$ cat src/include/hms_pkg.sv
`default_nettype none
package hms_pkg;
  localparam int unsigned HMS_POS_W = 32;
  localparam int unsigned HMS_METHOD_W = 8;
  // offset from a z-less method to the method whose motion it reuses
  localparam logic [7:0] HMS_SWITCH_ORIGIN_OFS = 8'h10;
  localparam logic [7:0] HMS_M_NEG_LIMIT = 8'h01;
  localparam logic [7:0] HMS_M_POS_LIMIT = 8'h02;
  localparam logic [7:0] HMS_M_HOME_FIRST = 8'h03;
  localparam logic [7:0] HMS_M_HOME_LAST = 8'h0E;
  localparam logic [7:0] HMS_M_NEG_LIMIT_EDGE = 8'h11;
  localparam logic [7:0] HMS_M_POS_LIMIT_EDGE = 8'h12;
  localparam logic [7:0] HMS_M_HOME_EDGE_FIRST = 8'h13;
  localparam logic [7:0] HMS_M_HOME_EDGE_LAST = 8'h1E;
  localparam logic [7:0] HMS_M_INDEX_NEG = 8'h21;
  localparam logic [7:0] HMS_M_INDEX_POS = 8'h22;
  localparam logic [7:0] HMS_M_HOLD = 8'h23;
  localparam logic HMS_DIR_POS = 1'b1;
  localparam logic HMS_DIR_NEG = 1'b0;

  typedef enum logic [1:0] {
    SIG_HOME = 2'b00,
    SIG_NEG_LIMIT = 2'b01,
    SIG_POS_LIMIT = 2'b10
  } hms_sig_t;

  typedef enum logic [1:0] {
    KIND_SWITCH = 2'b00,
    KIND_INDEX = 2'b01,
    KIND_HOLD = 2'b10
  } hms_kind_t;

  typedef enum logic [2:0] {
    ST_IDLE = 3'b001,
    ST_SEARCH = 3'b010,
    ST_INDEX = 3'b100
  } hms_st_t;

  typedef struct packed {
    logic home;
    logic negLimit;
    logic posLimit;
    logic index;
  } hms_sw_t;

  typedef struct packed {
    logic enable;
    logic positive;
    logic fast;
  } hms_move_t;

  typedef struct packed {
    logic valid;
    hms_kind_t kind;
    hms_sig_t sigSel;
    logic dirOff;
    logic dirOn;
    logic tgtRise;
    logic tgtDir;
    logic useIndex;
    logic limAlarm;
  } hms_cfg_t;

  typedef struct packed {
    hms_st_t st;
    hms_cfg_t cfg;
    logic dir;
    logic fast;
    hms_sw_t prevSw;
    logic [HMS_POS_W-1:0] originPos;
    logic originValid;
    logic donePulse;
    logic alarm;
    logic refused;
  } hms_regs_t;
endpackage : hms_pkg
`default_nettype wire

$ cat src/rtl/hms_sequencer.sv
// Function
// - methods 5,6: start opposite home, fall edge
// - methods 7,8: start positive if home off
// - methods 9,10: always start positive
// - methods 11,12: start negative if home off
// - methods 13,14: always start negative
// - methods 17,18: origin at limit rising edge
// - methods 19-30: origin at home slow edge
// - methods 33,34: first index pulse, no switch
// - method 35: origin is current position
// - method 1, limit off: fast negative, reverse
// - method 1, limit on: slow positive start
// - method 2, limit off: fast positive, reverse
// - method 2, limit on: slow negative start
// - methods 3-6,19-22: limit stops with alarm
// - method 3: fall edge moving negative
// - method 4: rise edge moving positive
`default_nettype none
module hms_sequencer (
  input wire logic clk,
  input wire logic reset,
  input wire logic start,
  input wire logic [hms_pkg::HMS_METHOD_W-1:0] method,
  input wire hms_pkg::hms_sw_t sw,
  input wire logic [hms_pkg::HMS_POS_W-1:0] position,
  output hms_pkg::hms_move_t move,
  output logic busy,
  output logic homingDone,
  output logic originValid,
  output logic [hms_pkg::HMS_POS_W-1:0] originPosition,
  output logic alarm,
  output logic refused
);
  import hms_pkg::*;

  // dirOff/dirOn: start direction with selected signal off/on
  function automatic hms_cfg_t homeCfg(
    input logic dOff,
    input logic dOn,
    input logic rise,
    input logic tDir,
    input logic z,
    input logic lim
  );
    hms_cfg_t c;
    c.valid = 1'b1;
    c.kind = KIND_SWITCH;
    c.sigSel = SIG_HOME;
    c.dirOff = dOff;
    c.dirOn = dOn;
    c.tgtRise = rise;
    c.tgtDir = tDir;
    c.useIndex = z;
    c.limAlarm = lim;
    return c;
  endfunction : homeCfg

  function automatic hms_cfg_t methodCfg(input logic [HMS_METHOD_W-1:0] m);
    hms_cfg_t c;
    logic [HMS_METHOD_W-1:0] b;
    logic z;
    c = '0;
    z = 1'b1;
    b = m;
    if (m >= HMS_M_HOME_EDGE_FIRST && m <= HMS_M_HOME_EDGE_LAST) begin
      b = m - HMS_SWITCH_ORIGIN_OFS;
      z = 1'b0;
    end
    case (b)
      8'h03: begin
        c = homeCfg(HMS_DIR_POS, HMS_DIR_NEG, 1'b0, HMS_DIR_NEG, z, 1'b1);
      end
      8'h04: begin
        c = homeCfg(HMS_DIR_POS, HMS_DIR_NEG, 1'b1, HMS_DIR_POS, z, 1'b1);
      end
      8'h05: begin
        c = homeCfg(HMS_DIR_NEG, HMS_DIR_POS, 1'b0, HMS_DIR_POS, z, 1'b1);
      end
      8'h06: begin
        c = homeCfg(HMS_DIR_NEG, HMS_DIR_POS, 1'b0, HMS_DIR_NEG, z, 1'b1);
      end
      8'h07: begin
        c = homeCfg(HMS_DIR_POS, HMS_DIR_NEG, 1'b0, HMS_DIR_NEG, z, 1'b0);
      end
      8'h08: begin
        c = homeCfg(HMS_DIR_POS, HMS_DIR_NEG, 1'b1, HMS_DIR_POS, z, 1'b0);
      end
      8'h09: begin
        c = homeCfg(HMS_DIR_POS, HMS_DIR_POS, 1'b1, HMS_DIR_NEG, z, 1'b0);
      end
      8'h0A: begin
        c = homeCfg(HMS_DIR_POS, HMS_DIR_POS, 1'b0, HMS_DIR_POS, z, 1'b0);
      end
      8'h0B: begin
        c = homeCfg(HMS_DIR_NEG, HMS_DIR_POS, 1'b0, HMS_DIR_POS, z, 1'b0);
      end
      8'h0C: begin
        c = homeCfg(HMS_DIR_NEG, HMS_DIR_POS, 1'b1, HMS_DIR_NEG, z, 1'b0);
      end
      8'h0D: begin
        c = homeCfg(HMS_DIR_NEG, HMS_DIR_NEG, 1'b1, HMS_DIR_POS, z, 1'b0);
      end
      8'h0E: begin
        c = homeCfg(HMS_DIR_NEG, HMS_DIR_NEG, 1'b0, HMS_DIR_NEG, z, 1'b0);
      end
      8'h01: begin
        c = homeCfg(HMS_DIR_NEG, HMS_DIR_POS, 1'b0, HMS_DIR_POS, 1'b1, 1'b1);
        c.sigSel = SIG_NEG_LIMIT;
      end
      8'h02: begin
        c = homeCfg(HMS_DIR_POS, HMS_DIR_NEG, 1'b0, HMS_DIR_NEG, 1'b1, 1'b1);
        c.sigSel = SIG_POS_LIMIT;
      end
      8'h11: begin
        c = homeCfg(HMS_DIR_NEG, HMS_DIR_POS, 1'b1, HMS_DIR_NEG, 1'b0, 1'b1);
        c.sigSel = SIG_NEG_LIMIT;
      end
      8'h12: begin
        c = homeCfg(HMS_DIR_POS, HMS_DIR_NEG, 1'b1, HMS_DIR_POS, 1'b0, 1'b1);
        c.sigSel = SIG_POS_LIMIT;
      end
      8'h21: begin
        c.valid = 1'b1;
        c.kind = KIND_INDEX;
        c.tgtDir = HMS_DIR_NEG;
      end
      8'h22: begin
        c.valid = 1'b1;
        c.kind = KIND_INDEX;
        c.tgtDir = HMS_DIR_POS;
      end
      8'h23: begin
        c.valid = 1'b1;
        c.kind = KIND_HOLD;
      end
      default: begin
        c = '0;
      end
    endcase
    return c;
  endfunction : methodCfg

  function automatic logic pickSig(input hms_sw_t s, input hms_sig_t sel);
    logic v;
    v = s.home;
    if (sel == SIG_NEG_LIMIT) begin
      v = s.negLimit;
    end else if (sel == SIG_POS_LIMIT) begin
      v = s.posLimit;
    end
    return v;
  endfunction : pickSig

  hms_regs_t s_q;
  hms_regs_t s_d;
  hms_cfg_t newCfg;
  logic [3:0] swRise;
  logic [3:0] swFall;
  logic sigRise;
  logic sigFall;
  logic tgtEdge;
  logic revEdge;
  logic fwdLimit;
  logic limitIsSig;
  logic idxRise;
  logic startDir;

  // per-input edges against last cycle's sample
  for (genvar g = 0; g < 4; g++) begin : gEdge
    assign swRise[g] = sw[g] & ~s_q.prevSw[g];
    assign swFall[g] = ~sw[g] & s_q.prevSw[g];
  end

  always_comb begin
    s_d = s_q;
    s_d.donePulse = 1'b0;
    s_d.refused = 1'b0;
    s_d.prevSw = sw;
    newCfg = methodCfg(method);
    sigRise = pickSig(hms_sw_t'(swRise), s_q.cfg.sigSel);
    sigFall = pickSig(hms_sw_t'(swFall), s_q.cfg.sigSel);
    tgtEdge = s_q.cfg.tgtRise ? sigRise : sigFall;
    revEdge = s_q.cfg.tgtRise ? sigFall : sigRise;
    fwdLimit = s_q.dir ? sw.posLimit : sw.negLimit;
    limitIsSig = (s_q.cfg.sigSel == SIG_NEG_LIMIT && s_q.dir == HMS_DIR_NEG) ||
                 (s_q.cfg.sigSel == SIG_POS_LIMIT && s_q.dir == HMS_DIR_POS);
    idxRise = swRise[0];
    startDir = pickSig(sw, newCfg.sigSel) ? newCfg.dirOn : newCfg.dirOff;
    case (s_q.st)
      ST_IDLE: begin
        if (start) begin
          if (!newCfg.valid) begin
            s_d.refused = 1'b1;
          end else begin
            s_d.cfg = newCfg;
            s_d.alarm = 1'b0;
            s_d.originValid = 1'b0;
            if (newCfg.kind == KIND_HOLD) begin
              s_d.originPos = position;
              s_d.originValid = 1'b1;
              s_d.donePulse = 1'b1;
            end else if (newCfg.kind == KIND_INDEX) begin
              s_d.st = ST_INDEX;
              s_d.dir = newCfg.tgtDir;
              s_d.fast = 1'b0;
            end else begin
              s_d.st = ST_SEARCH;
              s_d.dir = startDir;
              s_d.fast = (startDir != newCfg.tgtDir);
              // limit-edge methods run fast toward the limit
              if (newCfg.sigSel != SIG_HOME && !newCfg.useIndex &&
                  !pickSig(sw, newCfg.sigSel)) begin
                s_d.fast = 1'b1;
              end
            end
          end
        end
      end
      ST_SEARCH: begin
        if (sigRise | sigFall) begin
          s_d.fast = 1'b0;
        end
        if (s_q.dir == s_q.cfg.tgtDir && tgtEdge) begin
          if (s_q.cfg.useIndex) begin
            s_d.st = ST_INDEX;
            s_d.fast = 1'b0;
          end else begin
            s_d.originPos = position;
            s_d.originValid = 1'b1;
            s_d.donePulse = 1'b1;
            s_d.st = ST_IDLE;
          end
        end else if (s_q.dir != s_q.cfg.tgtDir && revEdge) begin
          s_d.dir = s_q.cfg.tgtDir;
          s_d.fast = 1'b0;
        end else if (fwdLimit && !limitIsSig) begin
          if (s_q.cfg.limAlarm) begin
            s_d.alarm = 1'b1;
            s_d.st = ST_IDLE;
          end else begin
            s_d.dir = ~s_q.dir;
          end
        end
      end
      ST_INDEX: begin
        if (idxRise) begin
          s_d.originPos = position;
          s_d.originValid = 1'b1;
          s_d.donePulse = 1'b1;
          s_d.st = ST_IDLE;
        end else if (fwdLimit) begin
          s_d.alarm = 1'b1;
          s_d.st = ST_IDLE;
        end
      end
      default: begin
        s_d.st = ST_IDLE;
      end
    endcase
  end

  always_ff @(posedge clk) begin
    if (reset) begin
      s_q <= '0;
      s_q.st <= ST_IDLE;
    end else begin
      s_q <= s_d;
    end
  end

  assign busy = (s_q.st != ST_IDLE);
  assign move.enable = busy;
  assign move.positive = s_q.dir;
  assign move.fast = s_q.fast;
  assign homingDone = s_q.donePulse;
  assign originValid = s_q.originValid;
  assign originPosition = s_q.originPos;
  assign alarm = s_q.alarm;
  assign refused = s_q.refused;
endmodule : hms_sequencer
`default_nettype wire

$ cat config.mk
export PLATFORM = sky130hd
export DESIGN_NAME = hms_sequencer
export DESIGN_NICKNAME = d
export VERILOG_FILES = /design/src/include/hms_pkg.sv /design/src/rtl/hms_sequencer.sv
export SDC_FILE = /design/constraint.sdc
export NUM_CORES = 1
export LEC_CHECK = 0
export BUFFER_PORTS_ARGS = -buffer_cell sky130_fd_sc_hd__buf_2
export CAP_MARGIN = 20
export CORE_MARGIN = 10
export CORE_UTILIZATION = 40
export CTS_CLUSTER_SIZE = 25
export DETAILED_ROUTE_END_ITERATION = 16
export MAX_ROUTING_LAYER = met4
export PLACE_DENSITY = 0.62
export SYNTH_ARGS = -nofsm -noshare
export SYNTH_HDL_FRONTEND = slang
export SYNTH_SLANG_ARGS = --single-unit
$ cat constraint.sdc
create_clock -name clk -period 4.15 [get_ports clk]
set_input_delay 0.415 -clock clk [delete_from_list [all_inputs] [get_ports clk]]
set_output_delay 0.415 -clock clk [all_outputs]
set_load 0.05 [all_outputs]
### Yosys cells after proc, flatten, opt, wreduce, memory -nomap -nowiden

Cells that the tools add are included.

| operators by class | value |
|---|---|
| $add $sub $neg | 1 |
| $mul | 0 |
| div/mod/pow operators | 0 |
| magnitude comparators | 2 |
| equality and inequality tests | 51 |
| shift operators | 0 |
| multiplexer cells | 59 |
| bitwise logic cells | 18 |
| reduce and logical (&&, ||, !) cells | 33 |

Operators by type and width:

| operator | number |
|---|---|
| 2-to-1 mux 34 bit | 4 |
| case mux 35 bit (3 select lines) | 1 |
| == test 8 x 4 -> 1 bit (second input constant) | 7 |
| case mux 5 bit (11 select lines) | 1 |
| 2-to-1 mux 36 bit | 1 |
| 2-to-1 mux 35 bit | 1 |
| 2-to-1 mux 1 bit | 33 |
| == test 8 x 3 -> 1 bit (second input constant) | 4 |
| 2-to-1 mux 16 bit | 2 |
| 2-to-1 mux 3 bit | 9 |
| != test 2 bit (second input constant) | 13 |
| == test 8 x 6 -> 1 bit (second input constant) | 3 |
| AND reduction 7 bit | 3 |
| != test 3 bit (second input constant) | 6 |
| case mux 3 bit (3 select lines) | 2 |
| == test 8 x 2 -> 1 bit (second input constant) | 2 |
| == test 8 x 5 -> 1 bit (second input constant) | 2 |
| OR reduction 16 bit | 1 |
| inverter 1 bit | 10 |
| OR reduction 2 bit | 5 |
| AND reduction 9 bit | 1 |
| OR reduction 9 bit | 1 |
| == test 8 x 1 -> 1 bit (second input constant) | 1 |
| greater-or-equal comparator 8 x 5 -> 1 bit (second input constant) | 1 |
| other kinds (27) | 50 |

| word-level totals | value |
|---|---|
| bits in registers | 56 |
| latch bits | 0 |
| bits in writable memories | 0 |
| memory bits (read-only) | 0 |
| bits of input ports | 47 |
| logic and storage cells | 185 |
| memories | 0 |

### Depth between registers and ports, before layout

| logic depth | value |
|---|---|
| depth after elaboration | 22 |
| mapped depth | 12 |

### Worst setup path after synthesis

Ideal clock, no wire load.

| timing | value |
|---|---|
| kind | input -> register |
| start | input port method[5] (netlist name) |
| end | register s_q (netlist bit move[1]) |
| setup time | 0.092 ns |
| arrival | 2.669 ns |
| data required time | 4.058 ns |
| slack | 1.389 ns |
| stages on the path | 10 |
| buffers on the path | 0 |
| cell sequence | inv_1 > ha_1 > nand4_1 > a21o_1 > o31a_1 > nor4_2 > o311ai_2 > o21a_1 > or4_1 > o32ai_1 |

| between the ends | value |
|---|---|
| cells in the longest elaborated chain, start to end | 15 |

RTL lines:

| item | RTL line | source |
|---|---|---|
| from (decl) | hms_sequencer.sv:23 | `input wire logic [hms_pkg::HMS_METHOD_W-1:0] method,` |
| greater-or-equal comparator 8 x 5 -> 1 bit or less-or-equal comparator 8 x 5 -> 1 bit (tied branches) | hms_sequencer.sv:65 | `if (m >= HMS_M_HOME_EDGE_FIRST && m <= HMS_M_HOME_EDGE_LAST) begin` |
| logical AND 1 bit | hms_sequencer.sv:65 |  |
| 2-to-1 mux 8 bit (*) | hms_sequencer.sv:65 |  |
| == test 8 x 4 -> 1 bit (tied with other cells) | hms_sequencer.sv:69 | `case (b)` |
| OR reduction 3 bit (no source line) or OR reduction 2 bit (tied branches) | -- |  |
| case mux 5 bit (11 select lines) | hms_sequencer.sv:69 |  |
| == test 2 bit | hms_sequencer.sv:148 | `end else if (sel == SIG_POS_LIMIT) begin` |
| 2-to-1 mux 1 bit | hms_sequencer.sv:148 |  |
| 2-to-1 mux 1 bit | hms_sequencer.sv:146 | `if (sel == SIG_NEG_LIMIT) begin` |
| 2-to-1 mux 1 bit | hms_sequencer.sv:188 | `startDir = pickSig(sw, newCfg.sigSel) ? newCfg.dirOn : newCfg.dirOff;` |
| 2-to-1 mux 2 bit | hms_sequencer.sv:202 | `end else if (newCfg.kind == KIND_INDEX) begin` |
| 2-to-1 mux 2 bit | hms_sequencer.sv:198 | `if (newCfg.kind == KIND_HOLD) begin` |
| 2-to-1 mux 16 bit | hms_sequencer.sv:192 | `if (!newCfg.valid) begin` |
| 2-to-1 mux 16 bit | hms_sequencer.sv:191 | `if (start) begin` |
| case mux 2 bit (2 select lines) | hms_sequencer.sv:189 | `case (s_q.st)` |
| to (decl) | hms_sequencer.sv:154 | `hms_regs_t s_q;` |

Mark *: on every way between the ends. The rest lies on a longest branch, timed or not. The select of a mux whose other input is x is not followed.
A chain may end at the register's enable or synchronous reset.

### Final worst setup path

| timing | value |
|---|---|
| start | input port method[5] (netlist name) |
| end | register s_q (netlist bit originPosition[2]) |

| between the ends | value |
|---|---|
| cells in the longest elaborated chain, start to end | 9 |

RTL lines:

| item | RTL line |
|---|---|
| greater-or-equal comparator 8 x 5 -> 1 bit or less-or-equal comparator 8 x 5 -> 1 bit (tied branches) | hms_sequencer.sv:65 |
| logical AND 1 bit | hms_sequencer.sv:65 |
| 2-to-1 mux 8 bit (*) | hms_sequencer.sv:65 |
| == test 8 x 5 -> 1 bit (tied with other cells) | hms_sequencer.sv:69 |
| OR reduction 16 bit (no source line) or OR reduction 2 bit (tied branches) | -- |
| case mux 3 bit (3 select lines) (*) | hms_sequencer.sv:69 |
| == test 2 bit | hms_sequencer.sv:198 |
| != test 2 bit (no source line) | -- |
| AND reduction 7 bit (no source line) (*) | -- |

Mark *: on every way between the ends. The rest lies on a longest branch, timed or not.

==> results.md <==
* Outcome: finished clean
* Cts repair resizes at 0
* Sequential fraction of the synthesis area at 33.9%
* Largest net degree at the start of global routing at 53
* Post-synth ARST share at 0%
* # IOs at 87
* Synthesized instance count at 360
* Slowest-stage cell, CP: a21o_2
* Max Slew Vio Count at 0
* Ratio of cells with drive above 1 in the final layout at 27.2%
* CTS H-tree lvls at 2
* Final WL at 7360 um
* Setup TNS at 0 ps
* Worst vdd ir at 0.209 mV
* Pre-CTS setup slack at 777 ps
* GR met2 Demand/Resource at 19.7%
* Routed WL per cell at 14.6 um
* Initial drt markers at 120
* CTS Sinks at 51
* Die Span X at 107 um
* Post-synth top area cell: dfxtp_1
* Most Crowded Layer GR: met2
* Post-synth top area share at 33.9%
* Grt total ovfl at 0
* Post-synthesis cell type count at 62
* Die area at 11400 um^2
* Number of vias in the routed layout at 2646
* Worst setup EP type: flip-flop
* Fmax at 329 MHz
* Most instantiated cells after synthesis: nor2_1, dfxtp_1, mux2i_1
* Synth top area cells: dfxtp_1, mux2i_1, buf_4
* DRT antenna net count at 0
* CTS Hold Buffers Added at 0
* FF+latch count, synth at 51
* TritonRoute pass-1 iters at 4
* Post-DP HPWL at 5740 um
* Gr usage total at 13.0%
* Power per cell area at 320 nW/um^2
* Rows at 31
* CTS Buf Count at 5
* Reg clk slew, reported paths at 100 ps
* Static Leak at 1.68 nW
* Most frequently used flop master after synthesis: dfxtp_1
* Clk_lat worst skew at 300 ps
* RSZ-0062 raised after global routing: false
* Die Ht at 107 um
* Synth warn at 0
* Worst-Margin Slew at 901 ps
* Syn_area_per_cell at 8.36 um^2
* Final #Nets at 452
* Ant. Diodes at 0
* Crit path launch type: primary input
* Final min period at 3040 ps
* Vias in the first global route at 2569
* Syn Nets at 409
* Critical Path AT at 3200 ps
* Max-Slew Margin vs Limit at 39.8%
* Port-buffer cells at 86
* GR Util met3 at 2.99%
* Hold Crit Class: in2reg
* Clock tree from TritonCTS: done
* Number of synthesized flops with an enable pin at 0
* Required @ worst endpoint at 4310 ps
* Family with the most delay on the worst path: simple AND/OR/NAND/NOR gates
* Max clock buf depth at 2
* Final Setup Violations at 0
* Crit-path cells: buf_2 -> inv_1 -> ha_1 -> nand4_1 -> a21o_1 -> nor4_2 -> nor2_1 -> nand4_1 -> a21o_2 -> buf_12 -> mux2i_1 -> nor2_1
* Crit path max fanout at 18
* Via/cell ratio at 5.26
* Clock Skews at 8.85 ps
* P&R area growth vs syn at 11.8%
* Setup CP Type: in2reg
* Count of final hold-check violations at 0
* Total power draw at 1.08 mW
* Max Cap Viol at 0
* Hold WS at 339 ps
* First-pass GRT wire length at 12300 um
* Post-route worst setup slack at 1110 ps
* # DRC at 0
* Most common cell in the netlist: nor2_1
* Period utilization at 73.3%
* Core area at 7290 um^2
* Starting density of the core at 41.3%
* Post CTS Setup Buffer Count at 0
* Initial antenna violation count at 0
* Root buffer cell: clkbuf_8
* CP bufs+invs at 3
* M1 GR Usage at 17.0%
* CP peak stage delay at 470 ps
* Synth Cell Area at 3010 um^2
* Final Wtd Congestion at 0.926
[layout make-up]
| class | instances | area, um^2 |
|---|---|---|
| Inverter | 18 | 67.6 |
| Tap cell | 99 | 124 |
| Clock buffer | 5 | 68.8 |
| Clock inverter | 3 | 43.8 |
| Fill cell | 778 | 3930 |
| Timing Repair Buffer | 87 | 450 |
| Multi-Input combinational cell | 240 | 1590 |
| Sequential cell | 51 | 1020 |
[worst reg2reg max path, stage by stage (launching register included)]
cell      delay (ps)
dfxtp_1          410
and3b_1          220
a31oi_1          180
mux4_2           300
nor2_1            70
a211oi_1         360
a21o_2           490
buf_12           250
mux2i_1          210
nor2_1            50
[worst paths after layout]
| check | from | endpoint | slack, ps | cells past startpoint |
|---|---|---|---|---|
| setup / recovery | method[5] | originPosition[2]$_SDFFE_PP0P_ | 1110 | 12 |
| hold / removal | position[22] | originPosition[22]$_SDFFE_PP0P_ | 340 | 3 |
| setup reg to reg | s_q[48]$_SDFFE_PP0P_ | originPosition[2]$_SDFFE_PP0P_ | 1480 | 9 |
| hold reg to reg | alarm$_SDFFE_PP0P_ | alarm$_SDFFE_PP0P_ | 470 | 2 |
[where the power goes]
group | leakage, nW | switching (mW) | internal (mW)
clock network | 0.0581 | 0.163 | 0.180
logic | 1.20 | 0.144 | 0.0745
registers | 0.413 | 0.00856 | 0.506
[metrics by stage]
stage | util, % | cell area (um^2) | instances
2_1_floorplan | - | 3010 | 360
3_3_place_gp | 44.6 | 3250 | 495
3_5_place_dp | 44.6 | 3250 | 495
4_1_cts | 46.1 | 3360 | 503
5_1_grt | 46.1 | 3360 | 503
6_report | 46.1 | 3360 | 503
[sequential cells by signal, summed over array words and instances, names as in the netlist]
| signal | count |
|---|---|
| originPosition | 32 |
| homingDone | 1 |
| move | 2 |
| alarm | 1 |
| originValid | 1 |
| s_q | 13 |
| refused | 1 |
[placed cells by master (no fill, tap or decap), drive strengths merged, types with 4 or more instances in the layout]
cell type	synthesis	final
or2	4	4
buf	40	87
nand2	13	13
nand2b	4	4
nor4	6	6
dfxtp	51	51
a21o	5	5
mux2i	38	38
a21oi	13	13
nor3	13	13
inv	18	18
nand4	6	6
nor2b	5	5
o21ai	13	13
nor2	58	58
clkbuf	11	5
[cell families after synthesis]
kind of cell,Yosys count,share of synthesized area [%]
xor gates and xnor gates,2,0.582
DFF,51,33.9
and+or+nand+nor,130,21.7
adders and majority gates,2,0.831
AOI/OAI and AO/OA,65,15.5
buffers and inverters,69,13.3
muxes,41,14.1
[routing by layer]
| layer | share of wire, % | routed length (um) |
|---|---|---|
| met3 | 4.4 | 325 |
| met2 | 47 | 3440 |
| met4 | 0.88 | 65 |
| met1 | 48 | 3530 |
| met5 | 0 | 0 |
Note: power is estimated with default switching activity, not from simulation.
